`config.mk`:
```
export PLATFORM = sky130hd
export DESIGN_NAME = rcg_top
export DESIGN_NICKNAME = d
export VERILOG_FILES = /design/src/verilog/rcg_pkg.sv /design/src/verilog/rcg_top.sv /design/src/verilog/rcg_fault_check.sv
export SDC_FILE = /design/constraint.sdc
export NUM_CORES = 1
export LEC_CHECK = 0
export ABC_AREA = 1
export BUFFER_PORTS_ARGS = -buffer_cell sky130_fd_sc_hd__buf_2
export CORE_MARGIN = 5
export CORE_UTILIZATION = 45
export DETAILED_ROUTE_END_ITERATION = 8
export PLACE_DENSITY = 0.78
export SLEW_MARGIN = 30
export SYNTH_ARGS = -nofsm -noshare
export SYNTH_HDL_FRONTEND = slang
export SYNTH_SLANG_ARGS = --single-unit
```
`constraint.sdc`:
```
create_clock -name ref_clk -period 4.75 [get_ports ref_clk]
set_clock_uncertainty 0.1 [all_clocks]
set_input_delay 0 -clock ref_clk [delete_from_list [all_inputs] [get_ports ref_clk]]
set_output_delay 0 -clock ref_clk [all_outputs]
set_load 0.02 [all_outputs]
```
`src/verilog/rcg_pkg.sv`:
```
//
// Functional notes
// - Each implemented bit enables the clock of one peripheral unit.
// - Access to a unit whose gate is zero ends in a bus fault.
// - Reset clears the whole gate register so every unit is off.
// - Register decoded at offset 0x104 from base 0x400FE000, 32-bit.
// - Run register gates apply while running; companions serve sleep.
// - Sleep and deep-sleep gates apply only when auto gating is set.
// - Bits 19 to 16 gate timers 3 to 0, read/write, reset zero.
// - Bits 14 and 12 gate two-wire modules 1 and 0.
// - Bits 5 and 4 gate synchronous serial modules 1 and 0.
// - Bits 2, 1 and 0 gate asynchronous serial ports 2, 1, 0.
// - Bits 15, 13, 11:6 and 3 read zero and ignore writes.
`default_nettype none
package rcg_pkg;

   // ---------------------------------------------------------------
   // Address map
   // ---------------------------------------------------------------
   localparam logic [31:0] RCG_BASE_ADDR = 32'h400fe000;
   localparam logic [11:0] RCG_RUN_GATE_OFF = 12'h104;
   localparam logic [11:0] RCG_IRQ_STAT_OFF = 12'h1f0;
   localparam logic [11:0] RCG_IRQ_MASK_OFF = 12'h1f4;
   localparam logic [11:0] RCG_EFF_GATE_OFF = 12'h1f8;

   // ---------------------------------------------------------------
   // Gate register layout
   // ---------------------------------------------------------------
   localparam int RCG_ASYNC_ZERO_BIT = 0;
   localparam int RCG_ASYNC_1_BIT    = 1;
   localparam int RCG_ASYNC_2_BIT    = 2;
   localparam int RCG_SYNC_ZERO_BIT  = 4;
   localparam int RCG_SYNC_1_BIT     = 5;
   localparam int RCG_TWO_ZERO_BIT   = 12;
   localparam int RCG_TWO_1_BIT      = 14;
   localparam int RCG_TIMER_ZERO_BIT = 16;
   localparam logic [31:0] RCG_RUN_GATE_MASK  = 32'h000f5037;
   localparam logic [31:0] RCG_RUN_GATE_RESET = 32'h00000000;

   // ---------------------------------------------------------------
   // Interrupt status layout
   // ---------------------------------------------------------------
   localparam int RCG_IRQ_RD_FAULT_BIT = 0;
   localparam int RCG_IRQ_WR_FAULT_BIT = 1;
   localparam logic [31:0] RCG_IRQ_MASK_BITS = 32'h00000003;
   localparam logic [31:0] RCG_IRQ_RESET     = 32'h00000000;

   // ---------------------------------------------------------------
   // AXI responses and unit count
   // ---------------------------------------------------------------
   localparam logic [1:0] RCG_RESP_OKAY   = 2'h0;
   localparam logic [1:0] RCG_RESP_SLVERR = 2'h2;
   localparam logic [3:0] RCG_UNIT_COUNT  = 4'hb;

   // Power state of the processor
   typedef enum logic [1:0] {
      RCG_PWR_RUN,
      RCG_PWR_SLEEP,
      RCG_PWR_DEEP
   } rcg_pwr_t;

   // One access aimed at a gated peripheral
   typedef struct packed {
      logic       valid;
      logic       write;
      logic [3:0] unit;
   } rcg_periph_req_t;

   // Gate bit position of a unit index; 32 means no such unit
   function automatic logic [5:0] rcg_unit_bit(input logic [3:0] unit);
      logic [5:0] pos;
      pos = 6'h20;
      case (unit)
         4'h0: pos = 6'(RCG_ASYNC_ZERO_BIT);
         4'h1: pos = 6'(RCG_ASYNC_1_BIT);
         4'h2: pos = 6'(RCG_ASYNC_2_BIT);
         4'h3: pos = 6'(RCG_SYNC_ZERO_BIT);
         4'h4: pos = 6'(RCG_SYNC_1_BIT);
         4'h5: pos = 6'(RCG_TWO_ZERO_BIT);
         4'h6: pos = 6'(RCG_TWO_1_BIT);
         4'h7: pos = 6'(RCG_TIMER_ZERO_BIT);
         4'h8: pos = 6'(RCG_TIMER_ZERO_BIT + 1);
         4'h9: pos = 6'(RCG_TIMER_ZERO_BIT + 2);
         4'ha: pos = 6'(RCG_TIMER_ZERO_BIT + 3);
         default: pos = 6'h20;
      endcase
      return pos;
   endfunction

   // Merge write data into a word under byte strobes
   function automatic logic [31:0] rcg_merge(input logic [31:0] old,
                                             input logic [31:0] data,
                                             input logic [3:0]  strb);
      logic [31:0] m;
      m = {{8{strb[3]}}, {8{strb[2]}}, {8{strb[1]}}, {8{strb[0]}}};
      return (old & ~m) | (data & m);
   endfunction

endpackage
`default_nettype wire

```
`src/verilog/rcg_top.sv`:
```
// The AXI4-Lite slave port is this design's own decision.
`timescale 1ns/1ps
`default_nettype none
module rcg_top (
   input  wire logic                     ref_clk,
   input  wire logic                     rst,
   // AXI4-Lite write address
   input  wire logic [31:0]              s_axi_awaddr,
   input  wire logic [2:0]               s_axi_awprot,
   input  wire logic                     s_axi_awvalid,
   output logic                          s_axi_awready,
   // AXI4-Lite write data
   input  wire logic [31:0]              s_axi_wdata,
   input  wire logic [3:0]               s_axi_wstrb,
   input  wire logic                     s_axi_wvalid,
   output logic                          s_axi_wready,
   // AXI4-Lite write response
   output logic [1:0]                    s_axi_bresp,
   output logic                          s_axi_bvalid,
   input  wire logic                     s_axi_bready,
   // AXI4-Lite read address
   input  wire logic [31:0]              s_axi_araddr,
   input  wire logic [2:0]               s_axi_arprot,
   input  wire logic                     s_axi_arvalid,
   output logic                          s_axi_arready,
   // AXI4-Lite read data
   output logic [31:0]                   s_axi_rdata,
   output logic [1:0]                    s_axi_rresp,
   output logic                          s_axi_rvalid,
   input  wire logic                     s_axi_rready,
   // Power state and companion gates
   input  wire rcg_pkg::rcg_pwr_t        power_state,
   input  wire logic                     auto_sleep_gating_select,
   input  wire logic [31:0]              sleep_peripheral_clock_gate_1,
   input  wire logic [31:0]              deep_sleep_peripheral_clock_gate_1,
   // Peripheral access monitor
   input  wire rcg_pkg::rcg_periph_req_t periph_req,
   output logic                          periph_fault,
   output logic                          periph_ok,
   // Clock enables and interrupt
   output logic [31:0]                   unit_clk_en,
   output logic                          irq
);
   import rcg_pkg::*;

   // ---------------------------------------------------------------
   // Registers
   // ---------------------------------------------------------------
   logic [31:0] run_peripheral_clock_gate_1_r;
   logic [31:0] irq_stat_r;
   logic [31:0] irq_mask_r;
   logic [31:0] eff_gate_r;
   logic [31:0] aw_addr_r;
   logic [31:0] w_data_r;
   logic [3:0]  w_strb_r;
   logic        aw_got_r;
   logic        w_got_r;
   logic        awready_r;
   logic        wready_r;
   logic        bvalid_r;
   logic [1:0]  bresp_r;
   logic        arready_r;
   logic        rvalid_r;
   logic [31:0] rdata_r;
   logic [1:0]  rresp_r;
   logic        fault_r;
   logic        ok_r;
   logic        irq_r;

   // ---------------------------------------------------------------
   // Write path decode
   // ---------------------------------------------------------------
   wire logic        aw_take;
   wire logic        w_take;
   wire logic        wr_go;
   wire logic        wr_in_base;
   wire logic [11:0] wr_off;
   wire logic        wr_run;
   wire logic        wr_stat;
   wire logic        wr_mask;
   wire logic        wr_eff;
   wire logic        wr_hit;
   wire logic [31:0] run_nxt;
   wire logic [31:0] mask_nxt;
   wire logic [31:0] stat_clr;

   // Channel handshakes
   assign aw_take = s_axi_awvalid && awready_r;
   assign w_take  = s_axi_wvalid && wready_r;
   // Both halves held and no response pending
   assign wr_go   = aw_got_r && w_got_r && !bvalid_r;

   // Address match within the system-control page
   assign wr_in_base = (aw_addr_r[31:12] == RCG_BASE_ADDR[31:12]);
   assign wr_off     = aw_addr_r[11:0];
   assign wr_run  = wr_in_base && (wr_off == RCG_RUN_GATE_OFF);
   assign wr_stat = wr_in_base && (wr_off == RCG_IRQ_STAT_OFF);
   assign wr_mask = wr_in_base && (wr_off == RCG_IRQ_MASK_OFF);
   assign wr_eff  = wr_in_base && (wr_off == RCG_EFF_GATE_OFF);
   assign wr_hit  = wr_run || wr_stat || wr_mask || wr_eff;

   // New gate value; reserved and upper bits stay zero
   assign run_nxt = rcg_merge(run_peripheral_clock_gate_1_r, w_data_r,
                              w_strb_r)
                    & RCG_RUN_GATE_MASK;
   assign mask_nxt = rcg_merge(irq_mask_r, w_data_r, w_strb_r)
                     & RCG_IRQ_MASK_BITS;
   // Write-one-to-clear of status bits
   assign stat_clr = (wr_go && wr_stat) ?
                     rcg_merge(32'h00000000, w_data_r, w_strb_r) :
                     32'h00000000;

   // ---------------------------------------------------------------
   // Read path decode
   // ---------------------------------------------------------------
   wire logic        ar_take;
   wire logic        rd_in_base;
   wire logic [11:0] rd_off;
   wire logic        rd_hit;
   wire logic [31:0] rd_word;

   assign ar_take    = s_axi_arvalid && arready_r;
   assign rd_in_base = (s_axi_araddr[31:12] == RCG_BASE_ADDR[31:12]);
   assign rd_off     = s_axi_araddr[11:0];

   // Read mux; unmapped addresses return zero with an error
   assign rd_word =
      !rd_in_base ? 32'h00000000 :
      (rd_off == RCG_RUN_GATE_OFF) ? run_peripheral_clock_gate_1_r :
      (rd_off == RCG_IRQ_STAT_OFF) ? irq_stat_r :
      (rd_off == RCG_IRQ_MASK_OFF) ? irq_mask_r :
      (rd_off == RCG_EFF_GATE_OFF) ? eff_gate_r :
      32'h00000000;
   assign rd_hit = rd_in_base &&
                   ((rd_off == RCG_RUN_GATE_OFF) ||
                    (rd_off == RCG_IRQ_STAT_OFF) ||
                    (rd_off == RCG_IRQ_MASK_OFF) ||
                    (rd_off == RCG_EFF_GATE_OFF));

   // ---------------------------------------------------------------
   // Gate selection by power state
   // ---------------------------------------------------------------
   wire logic        use_sleep;
   wire logic        use_deep;
   wire logic [31:0] gate_sel;

   // Companion gates only replace run gates under auto gating
   assign use_sleep = auto_sleep_gating_select &&
                      (power_state == RCG_PWR_SLEEP);
   assign use_deep  = auto_sleep_gating_select &&
                      (power_state == RCG_PWR_DEEP);
   assign gate_sel  =
      use_deep  ? (deep_sleep_peripheral_clock_gate_1 & RCG_RUN_GATE_MASK) :
      use_sleep ? (sleep_peripheral_clock_gate_1 & RCG_RUN_GATE_MASK) :
      run_peripheral_clock_gate_1_r;

   // ---------------------------------------------------------------
   // Peripheral access check
   // ---------------------------------------------------------------
   wire logic        chk_fault;
   wire logic        chk_ok;
   wire logic [31:0] stat_set;
   wire logic [31:0] stat_nxt;

   rcg_fault_check u_fault_check (
      .req   (periph_req),
      .gates (eff_gate_r),
      .fault (chk_fault),
      .ok    (chk_ok)
   );

   // Fault events into the status word; a set beats a clear
   assign stat_set = {30'h0,
                      chk_fault && periph_req.write,
                      chk_fault && !periph_req.write};
   assign stat_nxt = ((irq_stat_r & ~stat_clr) | stat_set)
                     & RCG_IRQ_MASK_BITS;

   // ---------------------------------------------------------------
   // Write channel capture
   // ---------------------------------------------------------------
   // Address half, taken on its own
   always_ff @(posedge ref_clk or posedge rst) begin
      if (rst) begin
         aw_got_r  <= 1'b0;
         aw_addr_r <= 32'h00000000;
         awready_r <= 1'b1;
      end else if (aw_take) begin
         aw_got_r  <= 1'b1;
         aw_addr_r <= s_axi_awaddr;
         awready_r <= 1'b0;
      end else if (wr_go) begin
         aw_got_r  <= 1'b0;
         awready_r <= 1'b1;
      end
   end

   // Data half, taken on its own
   always_ff @(posedge ref_clk or posedge rst) begin
      if (rst) begin
         w_got_r  <= 1'b0;
         w_data_r <= 32'h00000000;
         w_strb_r <= 4'h0;
         wready_r <= 1'b1;
      end else if (w_take) begin
         w_got_r  <= 1'b1;
         w_data_r <= s_axi_wdata;
         w_strb_r <= s_axi_wstrb;
         wready_r <= 1'b0;
      end else if (wr_go) begin
         w_got_r  <= 1'b0;
         wready_r <= 1'b1;
      end
   end

   // Write response
   always_ff @(posedge ref_clk or posedge rst) begin
      if (rst) begin
         bvalid_r <= 1'b0;
         bresp_r  <= RCG_RESP_OKAY;
      end else if (wr_go) begin
         bvalid_r <= 1'b1;
         bresp_r  <= wr_hit ? RCG_RESP_OKAY : RCG_RESP_SLVERR;
      end else if (s_axi_bready) begin
         bvalid_r <= 1'b0;
      end
   end

   // ---------------------------------------------------------------
   // Register file
   // ---------------------------------------------------------------
   // Run-mode gate word, cleared by reset
   always_ff @(posedge ref_clk or posedge rst) begin
      if (rst) begin
         run_peripheral_clock_gate_1_r <= RCG_RUN_GATE_RESET;
      end else if (wr_go && wr_run) begin
         run_peripheral_clock_gate_1_r <= run_nxt;
      end
   end

   // Interrupt mask
   always_ff @(posedge ref_clk or posedge rst) begin
      if (rst) begin
         irq_mask_r <= RCG_IRQ_RESET;
      end else if (wr_go && wr_mask) begin
         irq_mask_r <= mask_nxt;
      end
   end

   // Sticky fault status and the interrupt line
   always_ff @(posedge ref_clk or posedge rst) begin
      if (rst) begin
         irq_stat_r <= RCG_IRQ_RESET;
         irq_r      <= 1'b0;
      end else begin
         irq_stat_r <= stat_nxt;
         irq_r      <= |(stat_nxt & irq_mask_r);
      end
   end

   // ---------------------------------------------------------------
   // Read channel
   // ---------------------------------------------------------------
   always_ff @(posedge ref_clk or posedge rst) begin
      if (rst) begin
         arready_r <= 1'b1;
         rvalid_r  <= 1'b0;
         rdata_r   <= 32'h00000000;
         rresp_r   <= RCG_RESP_OKAY;
      end else if (ar_take) begin
         arready_r <= 1'b0;
         rvalid_r  <= 1'b1;
         rdata_r   <= rd_word;
         rresp_r   <= rd_hit ? RCG_RESP_OKAY : RCG_RESP_SLVERR;
      end else if (rvalid_r && s_axi_rready) begin
         arready_r <= 1'b1;
         rvalid_r  <= 1'b0;
      end
   end

   // ---------------------------------------------------------------
   // Applied gates and access outcome
   // ---------------------------------------------------------------
   // Gate word that the units see this cycle
   always_ff @(posedge ref_clk or posedge rst) begin
      if (rst) begin
         eff_gate_r <= RCG_RUN_GATE_RESET;
      end else begin
         eff_gate_r <= gate_sel;
      end
   end

   // One-cycle outcome pulses for the bus fabric
   always_ff @(posedge ref_clk or posedge rst) begin
      if (rst) begin
         fault_r <= 1'b0;
         ok_r    <= 1'b0;
      end else begin
         fault_r <= chk_fault;
         ok_r    <= chk_ok;
      end
   end

   // ---------------------------------------------------------------
   // Outputs
   // ---------------------------------------------------------------
   assign s_axi_awready = awready_r;
   assign s_axi_wready  = wready_r;
   assign s_axi_bvalid  = bvalid_r;
   assign s_axi_bresp   = bresp_r;
   assign s_axi_arready = arready_r;
   assign s_axi_rvalid  = rvalid_r;
   assign s_axi_rdata   = rdata_r;
   assign s_axi_rresp   = rresp_r;
   assign unit_clk_en   = eff_gate_r;
   assign periph_fault  = fault_r;
   assign periph_ok     = ok_r;
   assign irq           = irq_r;

endmodule
`default_nettype wire

```
`src/verilog/rcg_fault_check.sv`:
```
`timescale 1ns/1ps
`default_nettype none
module rcg_fault_check (
   input  wire rcg_pkg::rcg_periph_req_t req,
   input  wire logic [31:0]              gates,
   output logic                          fault,
   output logic                          ok
);
   import rcg_pkg::*;

   // ---------------------------------------------------------------
   // Gate lookup
   // ---------------------------------------------------------------
   wire logic [5:0] pos;
   wire logic       known;
   wire logic       gate_on;

   // Units outside the table count as unclocked
   assign pos     = rcg_unit_bit(req.unit);
   assign known   = (req.unit < RCG_UNIT_COUNT);
   assign gate_on = known && gates[pos[4:0]];

   // Classify the access
   assign fault = req.valid && !gate_on;
   assign ok    = req.valid && gate_on;

endmodule
`default_nettype wire

```
==> flow_metrics.env <==
export IMPL_clkPwrFrac=0.238
export IMPL_required_ns=4.89
export IMPL_dp_cells=855
export IMPL_timing_slew_headroom=0.406
export IMPL_drt_pass1_iter_count=5
export IMPL_maxCapViolCount=0
export IMPL_drcViolationCount=0
export IMPL_post_route_util=0.625
export IMPL_rr_worst_depth=5
export IMPL_ctsResizeCount=0
export IMPL_ant_nets=0
export IMPL_worst_path_dominant_cell_family="buffers and inverters"
export IMPL_antenna_found_initial=0
export IMPL_htree_levels=3
export IMPL_start_util=0.462
export IMPL_drive_gt1_frac=0.229
export IMPL_final_cell_mix="nand2_1 (178), buf_2 (147), dfrtp_1 (92)"
export IMPL_p_seq_frac=0.474
export IMPL_p_leak_nw=3.42
export IMPL_syn_area_um2=4790
export IMPL_finalSetupTns_ns=0
export IMPL_ios=262
export IMPL_wl_per_cell_um=13.8
export IMPL_fin_cells=949
export IMPL_area_growth_pct=35.3
export IMPL_grt_pass1_vias=4417
export IMPL_worst_pin_slew_ns=0.889
export IMPL_status="finished, final reports clean"
export IMPL_cp_max_fo=26
export IMPL_cts_hold_buf=78
export IMPL_p_int_mw=1.61
export IMPL_cts_tree="done"
export IMPL_grt_usage=0.202
export IMPL_finalMaxSlewViolations=0
export IMPL_grt_pass1_wl_um=20900
export IMPL_final_nets=999
export IMPL_port_buffers=147
export IMPL_coreArea_um2=10400
export IMPL_grt_max_degree=54
export IMPL_setup_worst_path_end_class="flop"
export IMPL_ys_seq_area_frac=0.497
export IMPL_fillers=836
export IMPL_fp_row_count=37
export IMPL_hold_ws_ns=0.0588
export IMPL_clk_pin_slew_ns=0.09
export IMPL_wirelength_um=13100
export IMPL_hpwlAfterDp_um=9060
export IMPL_start_kind="flop"
export IMPL_crit_path_cell_trace="nand2_1, clkinv_1, nand2_1, nand2_1, dlygate4sd3_1"
export IMPL_path_buf_inv=2
export IMPL_synth_warnings=0
export IMPL_cts_buffers=9
export IMPL_clock_sinks=95
export IMPL_finalCritPeriodShare=0.444
export IMPL_cts_root_buf="clkbuf_8"
export IMPL_cp_slowest_cell="dlygate4sd3_1"
export IMPL_synth_avg_cell_area_um2=8.16
export IMPL_avgViaCountPerCell=4.85
export IMPL_min_period_ns=2.11
export IMPL_p_sw_uw=855
export IMPL_die_width_um=113
export IMPL_hold_path_depth=5
export IMPL_dieArea_um2=12800
export IMPL_hold_path_class="input port to flop"
export IMPL_comb_power_share=0.288
export IMPL_rsz0062_at_grt="no"
export IMPL_ys_seq_elements=95
export IMPL_crit_type="flop to flop"
export IMPL_post_cts_buffers=0
export IMPL_max_stage_delay_ns=0.55
export IMPL_clock_path_buffers=2
export IMPL_ys_types=35
export IMPL_power_mw=2.46
export IMPL_pwr_density_cell_nw_per_um2=380
export IMPL_worst_path_most_repeated_cell="nand2_1"
export IMPL_cp_depth=5
export IMPL_grt_overflow_total=0
export IMPL_netSwitchingFraction=0.347
export IMPL_finalHoldViolations=0
export IMPL_n_antenna_cell=0
export IMPL_vias=4607
export IMPL_die_y_um=113
export IMPL_drt_iter0_drc=240
export IMPL_synth_cells=587
export IMPL_vdd_drop_max_mv=0.252
export IMPL_max_freq_mhz=474
export IMPL_final_common_cell="nand2_1"
export IMPL_gp_congestion=0.874
export IMPL_worstPathArrival_ns=2.25
export IMPL_setup_violations_final=0
export IMPL_clk_latency_ns=0.35
==> power by group through the flow <==
stage | Combinational, mW | Sequential (mW) | Clock, mW
3_5_place_dp | 0.637 | 1.18 | 0
6_report | 0.710 | 1.17 | 0.587
5_1_grt | 0.807 | 1.19 | 0.632
3_3_place_gp | 0.615 | 1.17 | 0
2_1_floorplan | 0.448 | 1.19 | 0
4_1_cts | 0.706 | 1.17 | 0.597
==> routing by layer <==
metal	vias to the layer above	GRT usage	wire length, um	share of wire
met1	2119	0.245	5120	0.39
li1	2234	-	-	-
met4	0	0.0593	340	0.026
met3	30	0.0455	1190	0.091
met2	224	0.358	6460	0.49
met5	-	0	0	0
==> stage by stage <==
| stage | area (um2) | setup WS (ns) |
|---|---|---|
| global route | 6480 | 2.45 |
| detailed placement | 5480 | 2.69 |
| global placement | 5480 | 2.75 |
| finish | 6480 | 2.64 |
| floorplan | 4950 | 2.18 |
| CTS | 6480 | 2.59 |
==> final timing paths <==
check | startpoint | to | slack (ns)
max in group asynchronous | rst | aw_got_r | 3.36
min | periph_req[3] | periph_fault | 0.06
min in group asynchronous | rst | w_strb_r[2] | 0.13
max | s_axi_wready | w_strb_r[1] | 2.64
max reg2reg | s_axi_wready | w_strb_r[1] | 2.64
min reg2reg | aw_addr_r[0] | aw_addr_r[0] | 0.39
==> synth_stat cells (all sizes together) <==
cell / instances / area (um2)
clkinv: 1 / 3.75
or2: 2 / 12.5
a22o: 9 / 78.8
a21oi: 3 / 15.0
inv: 64 / 240
ha: 5 / 62.6
and3: 2 / 12.5
o211ai: 2 / 15.0
clkbuf: 14 / 52.6
nor4: 7 / 77.6
nand3b: 5 / 37.5
o21ai: 58 / 290
nand3: 26 / 140
conb: 1 / 3.75
a31oi: 12 / 75.1
dfstp: 3 / 78.8
buf: 47 / 350
nor2: 38 / 145
dfrtp: 92 / 2300
nand4: 8 / 50.1
nor3: 6 / 46.3
nand2: 180 / 681
o221ai: 2 / 17.5
==> cells by family (layout without fill, tap and decap cells) <==
| logic type | count (synthesis) | after routing | synth area share |
|---|---|---|---|
| compound gates | 86 | 86 | 0.103 |
| buf+inv | 126 | 309 | 0.135 |
| other cells | 1 | 44 | 0.000783 |
| flops | 95 | 95 | 0.497 |
| simple gates | 274 | 274 | 0.251 |
| fa+ha+maj | 5 | 5 | 0.0131 |
==> cell type report <==
type                       count  area, um2  area share
inverter                      65        246      0.0380
timing repair buffer         228       1540       0.237
sequential                    95       2380       0.367
clock buffer                  10        128      0.0197
clock inverter                 6       93.8      0.0145
tap                          136        170      0.0263
multi-input combinational    409       1920       0.297
==> worst reg2reg max path, cell delays in order (launching register included) <==
cell and delay (ns):
dfstp_2 0.39, nand2_1 0.15, clkinv_1 0.52, nand2_1 0.22, nand2_1 0.07, dlygate4sd3_1 0.55
No activity file was read; power rests on OpenSTA's default activity.
